--- config.mk ---
export PLATFORM = sky130hd
export DESIGN_NAME = icc_cfg_ctrl
export DESIGN_NICKNAME = d
export VERILOG_FILES = /design/src/hw/icc_pkg.sv /design/src/hw/icc_cfg_ctrl.sv
export SDC_FILE = /design/constraint.sdc
export NUM_CORES = 1
export LEC_CHECK = 0
export ABC_AREA = 1
export BUFFER_PORTS_ARGS = -buffer_cell sky130_fd_sc_hd__buf_2
export CAP_MARGIN = 10
export CORE_ASPECT_RATIO = 0.9
export CORE_MARGIN = 8
export CORE_UTILIZATION = 32
export DETAILED_ROUTE_END_ITERATION = 7
export SLEW_MARGIN = 20
export SYNTH_ARGS = -nofsm -noshare
export SYNTH_HDL_FRONTEND = slang
export SYNTH_SLANG_ARGS = --single-unit
--- constraint.sdc ---
create_clock -name clk -period 2.2 [get_ports clk]
set_clock_uncertainty 0.1 [all_clocks]
set_input_delay 0.22 -clock clk [delete_from_list [all_inputs] [get_ports clk]]
set_output_delay 0.22 -clock clk [all_outputs]
set_load 0.02 [all_outputs]
--- src/hw/icc_pkg.sv ---
`default_nettype none
package icc_pkg;
	// Register map
	localparam logic [7:0] CFG_ADDR      = 8'h0f;
	localparam logic [7:0] MASTER_ADDR   = 8'h0e;
	localparam logic [7:0] CFG_RESET     = 8'h0c;
	localparam logic [3:0] MASTER_RESET  = 4'hf;
	localparam logic [5:0] CFG_WR_MASK   = 6'h3f;
	// Field positions within the configuration register
	localparam int BLINK_EN_BIT  = 0;
	localparam int FLIP_BIT      = 1;
	localparam int GLOBAL_BIT    = 2;
	localparam int IRQ_EN_BIT    = 3;
	localparam int PH0_LVL_BIT   = 4;
	localparam int PH1_LVL_BIT   = 5;
	localparam int BLINK_IN_BIT  = 6;
	localparam int IRQ_FLAG_BIT  = 7;

	typedef struct packed {
		logic       wr;
		logic       rd;
		logic [7:0] addr;
		logic [7:0] wdata;
	} icc_req_t;

	typedef struct packed {
		logic       gpo_phase1_level;
		logic       gpo_phase0_level;
		logic       irq_en;
		logic       global_int;
		logic       flip;
		logic       blink_en;
	} icc_cfg_t;
endpackage : icc_pkg
`default_nettype wire

--- src/hw/icc_cfg_ctrl.sv ---
// Overview of operation
// - I bit picks interrupt or extra output
// - Blink off: phase-0 level bit only
// - Blink on: level bit per active phase
// - Level 0 pulls pin low, 1 releases
// - Extra output shares blink and PWM behaviour
// - Extra output intensity from global nibble
// - G clear: per-port intensity, extra uses 0x0E
// - G set: all outputs use global nibble
// - D0 blink enable, D1 flip flag
// - D6 reads live blink pin level
// - D7 reads change flag; in interrupt mode pin low when set
// - Config register at 0x0F, bits D5-D0 writable
// - Phase is flip XOR blink pin when enabled
// - Reset gives interrupt mode, no blink, global
// - Flag follows input mismatch, resample clears
`default_nettype none
module icc_cfg_ctrl (
	// Clock and reset
	input  wire logic              clk,
	input  wire logic              rst,
	// Register access from the serial engine
	input  wire icc_pkg::icc_req_t req,
	output logic [7:0]             rdata_ff,
	output logic                   rvalid_ff,
	// Status inputs
	input  wire logic              blink_pin,
	input  wire logic              data_changed,
	// Shared pin, open drain
	output logic                   irq_or_gpo_pin_o_ff,
	output logic                   irq_or_gpo_pin_oe_ff,
	// To PWM and port logic
	output logic                   blink_phase_ff,
	output logic                   global_int_ff,
	output logic [3:0]             extra_output_int_ff
);

	////////////////////////////////////////////////////////////////////////
	icc_pkg::icc_cfg_t cfg_ff;
	logic [3:0]        master_ff;
	logic              phase;
	logic              level;
	logic              pull_low;

	////////////////////////////////////////////////////////////////////////
	// One decode for every register access, so write and read agree
	function automatic logic reg_hit
	(
		input icc_pkg::icc_req_t r,
		input logic [7:0]        a,
		input logic              is_wr
	);
		if (is_wr)
			return r.wr && r.addr == a;
		return r.rd && r.addr == a;
	endfunction : reg_hit

	// Status bits are never stored, so no write can disturb them
	function automatic logic [7:0] cfg_image
	(
		input icc_pkg::icc_cfg_t c,
		input logic              irq_flag,
		input logic              blink_lvl
	);
		logic [7:0] img;
		img                        = {2'h0, c};
		img[icc_pkg::IRQ_FLAG_BIT] = irq_flag;
		img[icc_pkg::BLINK_IN_BIT] = blink_lvl;
		return img;
	endfunction : cfg_image

	// Level bit picked by the phase; the other one is ignored
	function automatic logic gpo_level
	(
		input icc_pkg::icc_cfg_t c,
		input logic              ph
	);
		return ph ? c.gpo_phase1_level : c.gpo_phase0_level;
	endfunction : gpo_level

	// Only D5-D0 store; D7/D6 writes dropped
	always_ff @(posedge clk)
	begin
		if (rst)
			cfg_ff <= icc_pkg::icc_cfg_t'(icc_pkg::CFG_RESET[5:0]);
		else if (reg_hit(req, icc_pkg::CFG_ADDR, 1'b1))
			cfg_ff <= icc_pkg::icc_cfg_t'(req.wdata[5:0] & icc_pkg::CFG_WR_MASK);
	end

	// Global nibble shadow, written at the master register address
	always_ff @(posedge clk)
	begin
		if (rst)
			master_ff <= icc_pkg::MASTER_RESET;
		else if (reg_hit(req, icc_pkg::MASTER_ADDR, 1'b1))
			master_ff <= req.wdata[3:0];
	end

	////////////////////////////////////////////////////////////////////////
	always_comb
	begin
		phase = cfg_ff.blink_en ? (cfg_ff.flip ^ blink_pin) : 1'b0;
		level = gpo_level(cfg_ff, phase);
		pull_low = cfg_ff.irq_en ? data_changed : ~level;
	end

	always_ff @(posedge clk)
	begin
		if (rst)
		begin
			irq_or_gpo_pin_o_ff  <= 1'b0;
			irq_or_gpo_pin_oe_ff <= 1'b0;
			blink_phase_ff       <= 1'b0;
			global_int_ff        <= 1'b1;
			extra_output_int_ff  <= icc_pkg::MASTER_RESET;
		end
		else
		begin
			irq_or_gpo_pin_o_ff  <= 1'b0;
			irq_or_gpo_pin_oe_ff <= pull_low;
			blink_phase_ff       <= phase;
			global_int_ff        <= cfg_ff.global_int;
			extra_output_int_ff  <= master_ff;
		end
	end

	// Read port: status bits always live
	always_ff @(posedge clk)
	begin
		if (rst)
		begin
			rdata_ff  <= 8'h00;
			rvalid_ff <= 1'b0;
		end
		else
		begin
			rvalid_ff <= reg_hit(req, icc_pkg::CFG_ADDR, 1'b0);
			rdata_ff  <= cfg_image(cfg_ff, data_changed, blink_pin);
		end
	end
endmodule : icc_cfg_ctrl
`default_nettype wire

[After elaboration in Yosys (flattened, before gate mapping)]
Index checks and enable logic that the tools add are counted.
Widths: inputs -> output; s select.
Word-level totals
  logic and storage cells: 29
  input port bits: 22
  register bits after elaboration: 26
Cells by class
  bitwise operators: 2
  reductions and logical operators: 4
  equal/unequal tests: 2
  muxes and demuxes: 8
Operators by type and width (number)
  $eq 8x4->1 const B: 2
  $mux 1: 8
  $logic_and 1x1->1: 4
  $not 1->1: 1
  $xor 1x1->1: 1

[Depth between registers and ports, before layout]
  word-level depth: 5
  gate-level depth with buffers: 7
  mapped depth without buffers: 7

[Worst setup path before layout]
Ideal clock, no wire load.
  kind: input to register
  start point: input port req[14] (netlist name)
  end point: register cfg_ff[1] (netlist name)
  setup slack: 1196 ps
  stages: 7
  arrival: 794 ps
  required time: 1990 ps
  path through: inv_1 nand2_1 nor2_4 buf_4 nand4_1 nand2_1 nor2_1
On the way
  word-level cells in the longest chain between the ends: 4
  elaborated cells between the ends (all ways): 5
Ends and longest elaborated chain
  start, declared: RTL line icc_cfg_ctrl.sv:23  | input wire icc_pkg::icc_req_t req,
  $eq 8x4->1 *: RTL line icc_cfg_ctrl.sv:54, icc_cfg_ctrl.sv:55
  $logic_and 1x1->1 (on tied branches): RTL line icc_cfg_ctrl.sv:55, icc_cfg_ctrl.sv:54
  $mux 1 *: RTL line icc_cfg_ctrl.sv:55  | return r.rd && r.addr == a;
  $mux 1 *: RTL line icc_cfg_ctrl.sv:84  | if (rst)
  end signal, assigned: RTL line icc_cfg_ctrl.sv:85  | cfg_ff <= icc_pkg::icc_cfg_t'(icc_pkg::CFG_RESET[5:0]);
  end signal, assigned: RTL line icc_cfg_ctrl.sv:87  | cfg_ff <= icc_pkg::icc_cfg_t'(req.wdata[5:0] & icc_pkg::CFG_WR_MASK);
  end, declared: RTL line icc_cfg_ctrl.sv:39  | icc_pkg::icc_cfg_t cfg_ff;
Mark *: on every way between the ends. The rest lies on a longest branch, timed or not. The select of a mux whose other input is x is not followed.
A chain may end at the register's enable or synchronous reset.

[Worst setup path in the final report]
  start point: register rdata_ff[3]
  end point: output port rdata_ff[3]
RTL lines
  start, declared: RTL line icc_cfg_ctrl.sv:24  | output logic [7:0] rdata_ff,
  start signal, assigned: RTL line icc_cfg_ctrl.sv:138  | rdata_ff <= cfg_image(cfg_ff, data_changed, blink_pin);
No word-level cell between the ends.

==> results_dict.tcl <==
set metrics [dict create \
    min_period_ns 1.11 \
    hold_violations 0 \
    grt_pass1_wl_um 3460 \
    layout_worst_path_cycle_share 0.503 \
    gp_congestion 0.740 \
    cts_tree "yes" \
    path_buf_inv 1 \
    routed_wl_um 1960 \
    wl_per_cell_um 9.92 \
    fp.dieW_um 74.9 \
    path_max_fanout 1 \
    min_path_type "in -> reg" \
    die_h_um 69.0 \
    startpoint_type "flop" \
    fin_tns_setup_ns 0 \
    ys_ff_latch 26 \
    grt_max_degree 17 \
    clkTransAtPathRegs_ns 0.12 \
    fin_nets 179 \
    overflow 0 \
    drtPass1Iterations 4 \
    min_path_cells 3 \
    synthCells 122 \
    rows 19 \
    cts_resized 0 \
    drtIter0Drc 53 \
    slew_violations 0 \
    antenna_found_initial 0 \
    arrival_ns 0.79 \
    crit_family "flip-flops" \
    synth_nets 144 \
    core_um2 3020 \
    yosys_warnings 0 \
    die_area_um2 5170 \
    placed_cell_area_um2 1200 \
    criticalPathCategory "reg -> out" \
    pin_count 39 \
    outcome "finished, final reports clean" \
    drive_gt1_frac 0.342 \
    syn_area_um2 1000 \
    via_count 810 \
    vias_per_cell 4.11 \
    dp_slack_ns 0.954 \
    power.density_nw_per_um2 596 \
    cp_slowest_cell "dfxtp_1" \
    fmaxAchievable_mhz 903 \
    worstSkewPairLatency_ns 0.30 \
    critPathCaptureType "output port" \
    start_util 0.331 \
    cap_violations 0 \
    ys_seq_area_frac 0.521 \
    worst-path-stages 1 \
    ant_nets 0 \
    slowest_delay_ns 0.33 \
    hpwl_um 1580 \
    drc 0 \
    n_antenna_cell 0 \
    required_ns 1.88 \
    hold_buffers 0 \
    avgSynthCellArea_um2 8.19 \
    finalInstanceArea_um2 1220 \
    clock_path_buffers 2 \
    setup_violations 0 \
    ir_worst_vdd_mv 0.232 \
    area_growth_pct 21.9 \
    cts_setup_buffers 0 \
    ys_types 17 \
    cts_max_level 1 \
    timing.final.ws_setup_ns 1.09 \
    r2r_cells 6 \
    power.leakage_nw 0.632 \
    numCtsBuffers 3 \
    grt_use_total 0.0835 \
    cts_num_sinks 26 \
    portBuffers 35 \
    crit_chain "buf_2" \
    rsz0062_at_grt "no" \
    cts_root_buf "clkbuf_4" \
    grt_pass1_vias 807 \
]
[placed cells by master (no fill, tap or decap)]
cell type | netlist | routed
nor2_1 | 15 | 15
inv_2 | 2 | 2
nor2_4 | 2 | 2
nand3_4 | 1 | 1
inv_1 | 19 | 19
buf_2 | 1 | 35
clkbuf_4 | 0 | 3
or2_2 | 4 | 4
dfxtp_1 | 26 | 26
conb_1 | 1 | 1
nand3_1 | 13 | 13
nand2_2 | 4 | 4
nand4_1 | 7 | 7
nor2_8 | 1 | 1
nand2_1 | 21 | 21
nand3b_2 | 1 | 1
[final timing paths]
kind                                     end  slack [ns]                   start
max reg2reg  irq_or_gpo_pin_oe_ff$_SDFF_PP0_        1.28  cfg_ff[1]$_SDFFE_PP0P_
min                   rdata_ff[7]$_SDFF_PP0_        0.02            data_changed
max                              rdata_ff[3]        1.09  rdata_ff[3]$_SDFF_PP0_
min reg2reg           rdata_ff[5]$_SDFF_PP0_        0.36  cfg_ff[5]$_SDFFE_PP0P_
[metrics by stage]
stage          instances   util  hold WS, ns  power (W)
3_5_place_dp         194  0.396        0.335   0.000554
2_1_floorplan        122      -        0.203   0.000529
3_3_place_gp         194  0.396        0.336   0.000553
6_report             197  0.404       0.0215   0.000726
5_1_grt              197  0.404       0.0248   0.000773
4_1_cts              197  0.404       0.0141   0.000738
[power by group]
| group | internal [W] | leakage (nW) | total (W) | switching [W] |
|---|---|---|---|---|
| Combinational | 0.0000239 | 0.406 | 0.0000653 | 0.0000415 |
| Sequential | 0.000476 | 0.211 | 0.000477 | 0.00000125 |
| Clock | 0.0000639 | 0.0138 | 0.000183 | 0.000119 |
| Total | 0.000564 | 0.632 | 0.000726 | 0.000162 |
[layout make-up]
type	count	area, µm²
clock buffer	3	22.5
multi-input combinational	70	369
fill	333	1800
tap	42	52.6
sequential	26	520
timing repair buffer	35	175
inverter	21	78.8
[cells by family after synthesis]
logic type             after synthesis  synth area share
other                                1           0.00375
AND/OR/NAND/NOR                     69             0.365
buffers and inverters               26             0.110
flip-flops                          26             0.521
[sequential cells by signal (all words and copies together) (netlist names)]
| name | count |
|---|---|
| cfg_ff | 6 |
| rvalid_ff | 1 |
| global_int_ff | 1 |
| blink_phase_ff | 1 |
| irq_or_gpo_pin_oe_ff | 1 |
| rdata_ff | 8 |
| extra_output_int_ff | 4 |
| master_ff | 4 |
[Yosys cell counts]
| library cell | count | share of area |
|---|---|---|
| buf_2 | 1 | 0.0050 |
| buf_4 | 3 | 0.023 |
| clkbuf_1 | 1 | 0.0038 |
| conb_1 | 1 | 0.0038 |
| dfxtp_1 | 26 | 0.52 |
| inv_1 | 19 | 0.071 |
| inv_2 | 2 | 0.0075 |
| nand2_1 | 21 | 0.079 |
| nand2_2 | 4 | 0.025 |
| nand3_1 | 13 | 0.065 |
| nand3_4 | 1 | 0.018 |
| nand3b_2 | 1 | 0.011 |
| nand4_1 | 7 | 0.044 |
| nor2_1 | 15 | 0.056 |
| nor2_4 | 2 | 0.023 |
| nor2_8 | 1 | 0.020 |
| or2_2 | 4 | 0.025 |
[per-layer routing]
metal / global-route usage / share of wire
met5: 0 / 0
met4: 0.0391 / 0.018
met3: 0.0390 / 0.14
met2: 0.121 / 0.41
met1: 0.0999 / 0.43
No activity file was read; power rests on OpenSTA's default activity.
